--- config.mk ---
export PLATFORM = sky130hd
export DESIGN_NAME = kspp_core
export DESIGN_NICKNAME = d
export VERILOG_FILES = /design/src/kspp_pkg.sv /design/src/kspp_sync.sv /design/src/kspp_core.sv
export VERILOG_INCLUDE_DIRS = /design/src
export SDC_FILE = /design/constraint.sdc
export NUM_CORES = 1
export LEC_CHECK = 0
export ABC_AREA = 1
export ABC_CLOCK_PERIOD_IN_PS = 1800
export BUFFER_PORTS_ARGS = -buffer_cell sky130_fd_sc_hd__buf_2
export CAP_MARGIN = 20
export CELL_PAD_IN_SITES_DETAIL_PLACEMENT = 1
export CELL_PAD_IN_SITES_GLOBAL_PLACEMENT = 2
export CORE_MARGIN = 2
export CORE_UTILIZATION = 38
export CTS_CLUSTER_DIAMETER = 60
export DETAILED_ROUTE_END_ITERATION = 6
export PLACE_DENSITY_LB_ADDON = 0.1
export SLEW_MARGIN = 40
export SYNTH_ARGS = -nofsm -noshare
export SYNTH_HDL_FRONTEND = slang
export SYNTH_HIERARCHICAL = 1
export SYNTH_SLANG_ARGS = --single-unit
--- constraint.sdc ---
create_clock -name sys_clk -period 1.8 [get_ports sys_clk]
set_input_delay 0.36 -clock sys_clk [delete_from_list [all_inputs] [get_ports sys_clk]]
set_output_delay 0.36 -clock sys_clk [all_outputs]
set_load 0.1 [all_outputs]
--- src/kspp_params.svh ---
// constants for the knock processor serial programming front end
// assumes inclusion by the package and the main module only
`ifndef KSPP_PARAMS_SVH
`define KSPP_PARAMS_SVH

`define KSPP_WORD_BITS        8
`define KSPP_SHIFT_CNT_W      4
`define KSPP_PULSES_PER_WORD  4'h8
`define KSPP_ADDR2_BANDPASS   2'h0
`define KSPP_ADDR2_PRESCALE   2'h1
`define KSPP_ADDR2_GAIN       2'h2
`define KSPP_ADDR3_TIMECONST  3'h6
`define KSPP_ADDR3_TESTCHAN   3'h7
`define KSPP_RST_CODE6        6'h00
`define KSPP_RST_CODE5        5'h00
`define KSPP_CLK_PERIOD_NS    100
`define KSPP_RESET_TIME_US    20
`define KSPP_RESET_CYCLES     ((`KSPP_RESET_TIME_US * 1000) / `KSPP_CLK_PERIOD_NS)
`define KSPP_RESET_CNT_W      8
`define KSPP_TEST_ANTIALIAS   4'h1

`endif

--- src/kspp_pkg.sv ---
// types for the knock processor serial programming front end
// assumes kspp_params.svh is in the include path
`include "kspp_params.svh"

package kspp_pkg;
   typedef enum logic [1:0]
   {
      KSPP_IDLE  = 2'h0,
      KSPP_SHIFT = 2'h1,
      KSPP_DONE  = 2'h3,
      KSPP_BAD   = 2'h2
   } kspp_link_t;

   typedef enum logic [1:0]
   {
      KSPP_HOLD     = 2'h0,
      KSPP_RESETINT = 2'h1,
      KSPP_INTEG    = 2'h3
   } kspp_integ_t;
endpackage : kspp_pkg

--- src/kspp_sync.sv ---
// two-flop synchroniser bank for asynchronous pin inputs
// assumes one system clock; the first stage feeds only the second
`timescale 1ns/10ps
`default_nettype none

module kspp_sync
#(
   parameter int WIDTH = 4
)
(
   // clock and reset
   input  wire logic             sys_clk,
   input  wire logic             rstn,
   // data
   input  wire logic [WIDTH-1:0] async_in,
   output var  logic [WIDTH-1:0] sync_out
);

   logic [WIDTH-1:0] meta;

   genvar i;
   generate
      for (i = 0; i < WIDTH; i = i + 1)
      begin : g_bit
         always_ff @(posedge sys_clk or negedge rstn)
         begin
            if (!rstn)
            begin
               meta[i]     <= 1'b0;
               sync_out[i] <= 1'b0;
            end
            else
            begin
               meta[i]     <= async_in[i];
               sync_out[i] <= meta[i];
            end
         end
      end
   endgenerate

endmodule : kspp_sync

`default_nettype wire

--- src/kspp_core.sv ---
// serial programming front end of an engine knock signal processor
// assumes pins arrive unsynchronised and sck is far slower than sys_clk
//
// Contract
// RL1: after chip select falls, sample serial input on each serial clock falling edge
// RL2: words arrive most significant bit first and are assembled in that order
// RL3: split each word into a 2 or 3 bit address and a 6 or 5 bit value
// RL4: address 00 stores six value bits as bandpass centre code
// RL5: address 10 stores six value bits as gain code
// RL6: address 110 stores five value bits as integrator time code
// RL7: address 111 writes test/channel; lowest bit chooses input channel 0 or 1
// RL8: four diagnostic bits act only while test pin is low, never in run mode
// RL9: address 01 writes prescaler; four divider bits used, top divider bit ignored
// RL10: last prescaler word bit three-states serial output; all zero means driven
// RL11: all five words are accepted while integrate/hold is low
// RL12: integrate/hold rising starts integration after integrator reset within 20 us
// RL13: six-bit gain code selects one of 64 gains
// RL14: six-bit bandpass code selects one of 64 centre frequencies
// RL15: five-bit time code selects one of 32 time constants
// RL16: antialias evaluation mode powers down the output buffer amplifier
// RL17: host holds clock low before select falls, sends exactly 8 pulses ending low
// RL18: on chip select rising after a valid sequence, load the addressed register
// RL19: registers keep values until rewritten and clear to zero at reset
`timescale 1ns/10ps
`default_nettype none
`include "kspp_params.svh"

module kspp_core
(
   // clock and reset
   input  wire logic       sys_clk,
   input  wire logic       rstn,
   // serial programming pins
   input  wire logic       cs_n,
   input  wire logic       sck,
   input  wire logic       si,
   output logic            so_out,
   output logic            so_oe,
   // integrate/hold and test pins
   input  wire logic       int_hold,
   input  wire logic       test_pin,
   // analog control outputs
   output logic [5:0]      bandpass_center_code,
   output logic [5:0]      gain_setting_code,
   output logic [4:0]      integrator_time_code,
   output logic            input_channel_bit,
   output logic [3:0]      diag_mode,
   output logic [3:0]      clock_divider_bits,
   output logic            unused_divider_bit,
   output logic            so_tristate,
   output logic            out_buffer_powerdown,
   output logic            integrator_reset,
   output logic            integrate_active,
   output logic            word_loaded
);

   logic [3:0]                    pins_sync;
   logic                          cs_s;
   logic                          sck_s;
   logic                          si_s;
   logic                          ih_s;
   logic                          cs_d;
   logic                          sck_d;
   logic                          ih_d;
   logic                          sck_fall;
   logic                          sck_rise;
   logic                          cs_fall;
   logic                          cs_rise;
   logic                          ih_rise;
   kspp_pkg::kspp_link_t          link_state;
   logic [`KSPP_WORD_BITS-1:0]    shift_word;
   logic [`KSPP_SHIFT_CNT_W-1:0]  pulse_cnt;
   logic                          word_ok;
   kspp_pkg::kspp_integ_t         integ_state;
   logic [`KSPP_RESET_CNT_W-1:0]  reset_cnt;
   logic [3:0]                    diag_bits;
   logic                          so_last;

   localparam logic [`KSPP_RESET_CNT_W-1:0] RESET_LAST =
      `KSPP_RESET_CNT_W'(`KSPP_RESET_CYCLES - 1);

   // pins are asynchronous to sys_clk
   // select enters inverted so the zero reset of the synchroniser equals its idle level, avoiding a false edge
   kspp_sync #(.WIDTH(4)) u_sync
   (
      .sys_clk  (sys_clk),
      .rstn     (rstn),
      .async_in ({int_hold, si, sck, ~cs_n}),
      .sync_out (pins_sync)
   );

   assign cs_s  = ~pins_sync[0];
   assign sck_s = pins_sync[1];
   assign si_s  = pins_sync[2];
   assign ih_s  = pins_sync[3];

   always_ff @(posedge sys_clk or negedge rstn)
   begin
      if (!rstn)
      begin
         cs_d  <= 1'b1;
         sck_d <= 1'b0;
         ih_d  <= 1'b0;
      end
      else
      begin
         cs_d  <= cs_s;
         sck_d <= sck_s;
         ih_d  <= ih_s;
      end
   end

   assign sck_fall = sck_d & ~sck_s;
   assign sck_rise = ~sck_d & sck_s;
   assign cs_fall  = cs_d & ~cs_s;
   assign cs_rise  = ~cs_d & cs_s;
   assign ih_rise  = ~ih_d & ih_s;

   // link filter: clock must be low at select fall, eight pulses, ending low
   always_ff @(posedge sys_clk or negedge rstn)
   begin
      if (!rstn)
      begin
         link_state <= kspp_pkg::KSPP_IDLE;
      end
      else
      begin
         case (link_state)
            kspp_pkg::KSPP_IDLE:
            begin
               if (cs_fall)
                  link_state <= sck_s ? kspp_pkg::KSPP_BAD : kspp_pkg::KSPP_SHIFT; // RL17
            end
            kspp_pkg::KSPP_SHIFT:
            begin
               if (cs_rise)
                  link_state <= kspp_pkg::KSPP_IDLE;
               else if (sck_fall && pulse_cnt == `KSPP_PULSES_PER_WORD - 4'h1)
                  link_state <= kspp_pkg::KSPP_DONE;
            end
            kspp_pkg::KSPP_DONE:
            begin
               // a ninth edge spoils the word
               if (cs_rise)
                  link_state <= kspp_pkg::KSPP_IDLE;
               else if (sck_rise)
                  link_state <= kspp_pkg::KSPP_BAD; // RL17
            end
            kspp_pkg::KSPP_BAD:
            begin
               if (cs_rise)
                  link_state <= kspp_pkg::KSPP_IDLE;
            end
            default:
            begin
               link_state <= kspp_pkg::KSPP_IDLE;
            end
         endcase
      end
   end

   // msb first shift on each falling clock edge
   always_ff @(posedge sys_clk or negedge rstn)
   begin
      if (!rstn)
      begin
         shift_word <= `KSPP_WORD_BITS'(0);
         pulse_cnt  <= `KSPP_SHIFT_CNT_W'(0);
      end
      else if (link_state == kspp_pkg::KSPP_IDLE)
      begin
         pulse_cnt <= `KSPP_SHIFT_CNT_W'(0);
      end
      else if (link_state == kspp_pkg::KSPP_SHIFT && sck_fall)
      begin
         shift_word <= {shift_word[`KSPP_WORD_BITS-2:0], si_s}; // RL1 RL2
         pulse_cnt  <= pulse_cnt + `KSPP_SHIFT_CNT_W'(1);
      end
   end

   // a word counts only if it ended low after exactly eight pulses
   assign word_ok = (link_state == kspp_pkg::KSPP_DONE) && cs_rise && !sck_s; // RL18

   // decode on select rising; works in hold and in integrate alike
   always_ff @(posedge sys_clk or negedge rstn)
   begin
      if (!rstn)
      begin
         bandpass_center_code <= `KSPP_RST_CODE6; // RL19
         gain_setting_code    <= `KSPP_RST_CODE6;
         integrator_time_code <= `KSPP_RST_CODE5;
         input_channel_bit    <= 1'b0;
         diag_bits            <= 4'h0;
         clock_divider_bits   <= 4'h0;
         unused_divider_bit   <= 1'b0;
         so_tristate          <= 1'b0;
      end
      else if (word_ok) // RL11
      begin
         case (shift_word[7:6]) // RL3
            `KSPP_ADDR2_BANDPASS: bandpass_center_code <= shift_word[5:0]; // RL4 RL14
            `KSPP_ADDR2_GAIN:     gain_setting_code    <= shift_word[5:0]; // RL5 RL13
            `KSPP_ADDR2_PRESCALE:
            begin
               unused_divider_bit <= shift_word[5]; // RL9
               clock_divider_bits <= shift_word[4:1]; // RL9
               so_tristate        <= shift_word[0]; // RL10
            end
            default:
            begin
               if (shift_word[7:5] == `KSPP_ADDR3_TIMECONST)
                  integrator_time_code <= shift_word[4:0]; // RL6 RL15
               else
               begin
                  diag_bits         <= shift_word[4:1]; // RL8
                  input_channel_bit <= shift_word[0]; // RL7
               end
            end
         endcase
      end
   end

   always_ff @(posedge sys_clk or negedge rstn)
   begin
      if (!rstn)
         word_loaded <= 1'b0;
      else
         word_loaded <= word_ok;
   end

   // diagnostics gated off in run mode (test pin high)
   always_ff @(posedge sys_clk or negedge rstn)
   begin
      if (!rstn)
         diag_mode <= 4'h0;
      else
         diag_mode <= test_pin ? 4'h0 : diag_bits; // RL8
   end

   always_ff @(posedge sys_clk or negedge rstn)
   begin
      if (!rstn)
         out_buffer_powerdown <= 1'b0;
      else
         out_buffer_powerdown <= !test_pin && (diag_bits == `KSPP_TEST_ANTIALIAS); // RL16
   end

   // integrator: reset phase on rising int_hold, then accumulate
   always_ff @(posedge sys_clk or negedge rstn)
   begin
      if (!rstn)
      begin
         integ_state <= kspp_pkg::KSPP_HOLD;
         reset_cnt   <= `KSPP_RESET_CNT_W'(0);
      end
      else
      begin
         case (integ_state)
            kspp_pkg::KSPP_HOLD:
            begin
               reset_cnt <= `KSPP_RESET_CNT_W'(0);
               if (ih_rise)
                  integ_state <= kspp_pkg::KSPP_RESETINT; // RL12
            end
            kspp_pkg::KSPP_RESETINT:
            begin
               reset_cnt <= reset_cnt + `KSPP_RESET_CNT_W'(1);
               if (!ih_s)
                  integ_state <= kspp_pkg::KSPP_HOLD;
               else if (reset_cnt == RESET_LAST)
                  integ_state <= kspp_pkg::KSPP_INTEG; // RL12
            end
            kspp_pkg::KSPP_INTEG:
            begin
               if (!ih_s)
                  integ_state <= kspp_pkg::KSPP_HOLD;
            end
            default:
            begin
               integ_state <= kspp_pkg::KSPP_HOLD;
            end
         endcase
      end
   end

   assign integrator_reset = (integ_state == kspp_pkg::KSPP_RESETINT);
   assign integrate_active = (integ_state == kspp_pkg::KSPP_INTEG);

   // serial output: buffered serial input, driven unless three-stated
   always_ff @(posedge sys_clk or negedge rstn)
   begin
      if (!rstn)
         so_last <= 1'b0;
      else
         so_last <= si_s;
   end

   assign so_out = so_last;
   assign so_oe  = ~so_tristate; // RL10
endmodule : kspp_core

`default_nettype wire

==> flow_summary.toml, run 1 <==
[clock_network]
clock_sinks = 70
path_clk_slew_ns = 0.08
numCtsBuffers = 9
worst_skew_pair.late_latency_ns = 0.35
htree_levels = 3
cts_tree = "yes"
clockRootBuffer = "clkbuf_8"
cts.path.max_buffers = 2
cts_setup_buffers = 0

[routing]
drt_iter0_markers = 61
drt_wl_total_um = 5750
route.vias.total = 2031
drt-wirelength-per-cell_um = 13.1
ant_nets = 0
post-route-drc-count = 0
via_per_inst = 4.63
drt-pass1-iter-count = 4

[place]
gp_congestion = 0.789
placed_cell_area_um2 = 3110
dp.cells = 423
dp_slack_ns = 0.292
hpwl_um = 3920
io_buffers = 40

[synth]
synth_ff_type = "dfrtp_1"
synth_warnings = 6
synth_top_cell_by_area = "dfrtp_1"
syn_inst = 288
synthesis.nets = 297
synth_top_area_share_pct = 61.7
ys_ff_latch = 70
synth_edf_count = 0
synth_async_sr_flop_share_pct = 100
yosys-top-cells-area = "dfrtp_1 (62%), nand2_1 (9.0%), inv_1 (5.2%), o21ai_0 (4.8%), nand3_1 (2.7%)"
seq_area_frac_synth_pct = 62.7
postSynthAreaPerCell_um2 = 9.71
synthesis.area_um2 = 2800
post_synth_num_cell_types = 27

[critical_path]
crit_required_ns = 1.44
arrival_ns = 1.32
crit_fanout = 8
end_kind = "output pin"
startpoint_type = "register"
worstSetupPathType = "reg2out"

[job]
cap_violations = 0

[timing]
timing.final.ws_setup_ns = 0.122
max_slew.worst_pin.slew_ns = 0.491
hold_viol_final = 0
fin_crit_ns = 1.68
slew_headroom_pct = 67.5
setup_viol = 0
finalSetupTns_ns = 0
rsz0062_at_grt = "false"
report.final.slew_viol_count = 0
fmax_mhz = 596
fin_worst_skew_ns = 0.0112
period_share_pct = 93.2
holdWs_ns = 0.0337

[layout]
fill_cells = 841
areaGrowthSynthToFinish_pct = 17.2
nets = 344
ff_latch_area_um2 = 1750
multi_input_area_um2 = 853
antennaDiodeCount = 0
postLayoutCoreUtil_pct = 45.7
final_area_um2 = 3280
layout-drive-gt1-share_pct = 21.8
fin_cells = 439

[status]
status = "complete, no violations"

[grt]
track_usage_pct = 15.7
antenna_found_initial = 0
grt_max_degree = 71
gr-total-overflow = 0
first_global_vias = 2085
grt_pass1_wl_um = 10000

[floorplan]
dieArea_um2 = 8060
die_w_um = 89.8
ios = 41
start_util_pct = 39.0
rows = 31
die_y_um = 89.8
core_um2 = 7180

[hold_path]
hp-class = "in2async"

[power_and_ir_drop]
p_leak_nw = 1.67
finalPower_mw = 3.59
max-vdd-ir-drop_v = 0.000558
powerDensity_nw_per_um2 = 1100
==> placed cells by master (no fill, tap or decap) <==
cell type and count:
clkbuf_1 2, nand3_2 4, o21ai_1 14, o21ai_0 27, o21ai_2 5, ha_1 2
buf_2 38, nor3_1 1, clkinvlp_4 2, buf_12 1, clkbuf_8 9, nand2_1 67
or2_2 1, nor2_1 20, o31ai_1 1, dfrtp_2 1, nor2_4 2, inv_1 38
nand4_1 3, a31oi_1 2, dfstp_2 1, clkinv_2 4, a22o_1 1, buf_6 1
o31ai_2 1, o21bai_1 1, a21oi_1 2, nor4_1 1, nand3b_1 1, nand3_1 15
buf_4 2, dfrtp_1 68, nand2_2 2
==> sequential cells by signal, indices dropped and copies added, names as in the netlist <==
signal,cells
diag_mode,4
word_loaded,1
gain_setting_code,6
out_buffer_powerdown,1
reset_cnt,8
bandpass_center_code,6
pulse_cnt,4
clock_divider_bits,4
diag_bits,4
shift_word,8
u_sync/sync_out,4
integ_state,2
so_out,1
link_state,2
sck_d,1
cs_d,1
input_channel_bit,1
ih_d,1
integrator_time_code,5
u_sync/meta,4
unused_divider_bit,1
so_tristate,1
==> report_power, final <==
group          internal [mW]  switching (mW)  leakage (nW)
Clock                  0.490           0.562        0.0829
Combinational          0.169           0.582         0.651
Sequential              1.70          0.0888         0.936
==> synth_stat cells, types with 2 or more instances <==
| cell | n |
|---|---|
| buf_6 | 3 |
| o21ai_0 | 27 |
| a21oi_1 | 2 |
| o21ai_1 | 14 |
| a31oi_1 | 2 |
| ha_1 | 2 |
| inv_1 | 39 |
| dfrtp_1 | 69 |
| nand2_2 | 2 |
| nand4_1 | 3 |
| nand3_2 | 4 |
| o21ai_2 | 5 |
| nand2_1 | 67 |
| nor2_1 | 20 |
| buf_2 | 3 |
| nand3_1 | 15 |
==> final cells by class <==
class,count,share of cell area [%]
inverter,39,4.58
clock buffer,11,4.01
clock inverter,5,0.840
sequential,70,53.5
multi-input combinational,173,26.0
timing repair buffer,42,7.22
tap,99,3.78
==> cells by family (layout without fill, tap and decap cells) <==
group | Yosys count | count (layout) | share of synthesized area, %
AND/OR/NAND/NOR | 117 | 117 | 18.4
flip-flops | 70 | 70 | 62.7
AO/OA/AOI/OAI | 54 | 54 | 11.0
buffers and inverters | 45 | 97 | 6.98
adder cells (fa/ha/maj) | 2 | 2 | 0.895
==> path summary, 6_finish.rpt <==
kind	cells past startpoint	to	start	slack (ns)
setup / recovery	3	integrate_active	integ_state[1]	0.12
hold / removal	2	diag_bits[0]	rstn	0.03
setup reg to reg	6	gain_setting_code[2]	u_sync/sync_out[0]	0.36
hold reg to reg	0	u_sync/sync_out[3]	u_sync/meta[3]	0.35
max in group asynchronous	2	cs_d	rstn	1.45
min in group sys_clk	1	u_sync/meta[1]	sck	0.12
==> repair_timing <==
item,4_1_cts,5_1_grt
pin swaps,0,0
gates resized for setup,2,1
setup endpoints to repair,2,1
hold buffers,0,0
==> worst max-delay path, cell delays in order, from the launching register on <==
cell	delay, ns
dfrtp_1	0.53
nand2_1	0.09
inv_1	0.07
buf_4	0.28
==> layer usage <==
layer | track usage, % | up-vias | share of wire [%]
li1 | - | 1018 | -
met1 | 21.2 | 971 | 50
met2 | 24.1 | 31 | 45
met3 | 3.19 | 11 | 3.2
met4 | 8.08 | 0 | 2.1
met5 | 0 | - | 0
(Power assumes the default switching activity.)
==> run 2: changes to the inputs <==
--- a/config.mk
+++ b/config.mk
@@ -8,15 +8,15 @@
 export LEC_CHECK = 0
 export ABC_AREA = 1
 export ABC_CLOCK_PERIOD_IN_PS = 1800
-export BUFFER_PORTS_ARGS = -buffer_cell sky130_fd_sc_hd__buf_2
-export CAP_MARGIN = 20
+export BUFFER_PORTS_ARGS = -buffer_cell sky130_fd_sc_hd__buf_4
+export CAP_MARGIN = 30
 export CELL_PAD_IN_SITES_DETAIL_PLACEMENT = 1
 export CELL_PAD_IN_SITES_GLOBAL_PLACEMENT = 2
 export CORE_MARGIN = 2
 export CORE_UTILIZATION = 38
 export CTS_CLUSTER_DIAMETER = 60
 export DETAILED_ROUTE_END_ITERATION = 6
-export PLACE_DENSITY_LB_ADDON = 0.1
+export PLACE_DENSITY_LB_ADDON = 0.12
 export SLEW_MARGIN = 40
 export SYNTH_ARGS = -nofsm -noshare
 export SYNTH_HDL_FRONTEND = slang
==> run 2 against run 1 <==
Clock-buffer cell count unchanged. Flip-flop and latch count unchanged. Sequential power about the same. Largest power group unchanged. Cell count up 0.68%. Clock skew down 0.0021 ns. Critical path type unchanged. Worst setup slack worse by 0.029 ns. Via count up 1.8%. Clock power up 24%. Total power up 7.5%.
==> flow_summary.toml, run 2 (same netlist as run 1, synthesis figures left out) <==
[routing]
drt_iter0_markers = 49
via_per_inst = 4.68
drt-pass1-iter-count = 4
met2_length_um = 2820
route.vias.total = 2068
wl_met1_um = 2910
dr.max_layer_used = "met4"
drt_wl_total_um = 6030
drt-wirelength-per-cell_um = 13.6
ant_nets = 0
post-route-drc-count = 0
wl_met3_um = 183

[timing]
period_share_pct = 94.9
finalSetupTns_ns = 0
holdWs_ns = 0.127
fin_crit_ns = 1.71
max_slew.worst_pin.slew_ns = 0.413
fmax_mhz = 586
slew_headroom_pct = 72.4
hold_viol_final = 0
report.final.slew_viol_count = 0
fin_worst_skew_ns = 0.00908
rsz0062_at_grt = "false"
setup_viol = 0

[floorplan]
core_um2 = 7180
die_y_um = 89.8
ios = 41
die_w_um = 89.8
start_util_pct = 39.0
rows = 31
dieArea_um2 = 8060

[layout]
final_area_um2 = 3440
reg_top3 = "reset_cnt (8), shift_word (8)"
layout_common_cells = "dfrtp_1 (68), nand2_1 (67), buf_4 (43)"
antennaDiodeCount = 0
fill_cells = 846
final_common_cell = "dfrtp_1"
nets = 347
multi_input_area_um2 = 853
layout-drive-gt1-share_pct = 22.7
areaGrowthSynthToFinish_pct = 23.1
ff_latch_area_um2 = 1750

[place]
gp_congestion = 0.766
hpwl_um = 4350
placed_cell_area_um2 = 3220
io_buffers = 40

[critical_path]
reg2reg_depth = 6
r2r_slack_ns = 0.35
slowest_stage = "dfrtp_1"
end_kind = "output pin"
arrival_ns = 1.35
startpoint_type = "register"
timing.critical_path.slowest_cell_delay_ns = 0.48
crit_chain = "nor2_4, buf_4"
rr_startpoint = "u_sync/sync_out[1]"
crit_required_ns = 1.44
crit_fanout = 8
r2r_end = "so_tristate"
worstSetupPathType = "reg2out"

[hold_path]
hold_depth = 1
hp-start = "sck"
hp-class = "in2reg"
hold_end = "u_sync/meta[1]"

[clock_network]
worst_skew_pair.late_latency_ns = 0.34
clock_sinks = 70
htree_levels = 3
clockRootBuffer = "clkbuf_8"
path_clk_slew_ns = 0.07
numCtsBuffers = 9
cts.path.max_buffers = 2
cts_tree = "yes"

[power_and_ir_drop]
finalPower_mw = 3.86
switching_share_pct = 32.9
p_switching_mw = 1.27
p_seq_share_pct = 46.3
max-vdd-ir-drop_v = 0.000521
clkPwrFrac_pct = 33.7
p_leak_nw = 1.70
powerDensity_nw_per_um2 = 1120
comb_power_share_pct = 19.9
p_int_mw = 2.59

[grt]
first_global_vias = 2147
grt_pass1_wl_um = 10700
grt_max_degree = 33
gr-total-overflow = 0
track_usage_pct = 16.9
antenna_found_initial = 0

[status]
status = "complete, no violations"

[job]
cap_violations = 0
## run 2: power groups by stage
stage / Sequential, mW / Clock (mW) / Combinational [mW]
final: 1.79 / 1.30 / 0.769
after global routing: 1.81 / 1.43 / 0.858
after CTS: 1.79 / 1.35 / 0.783
after detailed placement: 1.82 / 0 / 0.777
after global placement: 1.82 / 0 / 0.769
after floorplan: 1.93 / 0 / 0.414
## run 2: layout make-up
class	instances	area share [%]
Timing Repair Buffer	45	10.2
Tap cell	99	3.60
Clock buffer	11	4.40
Multi-Input combinational cell	173	24.8
Sequential cell	70	50.9
Inverter	39	4.36
Clock inverter	5	1.67
## run 2: worst max-delay path by stage
stage / startpoint / end / depth (start not counted) / slack, ns
finish: integ_state[1] / integrator_reset / 2 / 0.09
global route: integ_state[1] / integrator_reset / 2 / 0.01
CTS: integ_state[1] / integrator_reset / 2 / 0.07
detailed placement: u_sync/sync_out[1] / so_tristate / 6 / 0.33
global placement: u_sync/sync_out[1] / gain_setting_code[2] / 6 / 0.39
floorplan: integ_state[1] / integ_state[1] / 8 / 0.11
## run 2: worst max-delay path, delay by kind of cell, from the launching register on
kind | cells | cell delay, ns
AND/OR/NAND/NOR | 1 | 0.21
buffers and inverters | 1 | 0.32
flip-flops | 1 | 0.48
## run 2: per-layer routing
metal	global-route usage [%]	up-vias
met2	26.4	32
met3	3.77	10
met4	8.46	0
met5	0	-
li1	-	1025
met1	22.5	1001
## run 2: timing repair
action                    4_1_cts  5_1_grt
gates resized for setup         0        0
hold endpoints to repair       28        0
setup buffers                   0        0
hold buffers                    1        0
## run 2: per-stage QoR
stage               utilization (%)  std cells  setup slack (ns)
finish                         48.0        442            0.0927
global route                   48.0        442            0.0123
CTS                            48.0        442            0.0664
detailed placement             44.9        425             0.330
global placement               44.9        425             0.386
floorplan                         -        288             0.110
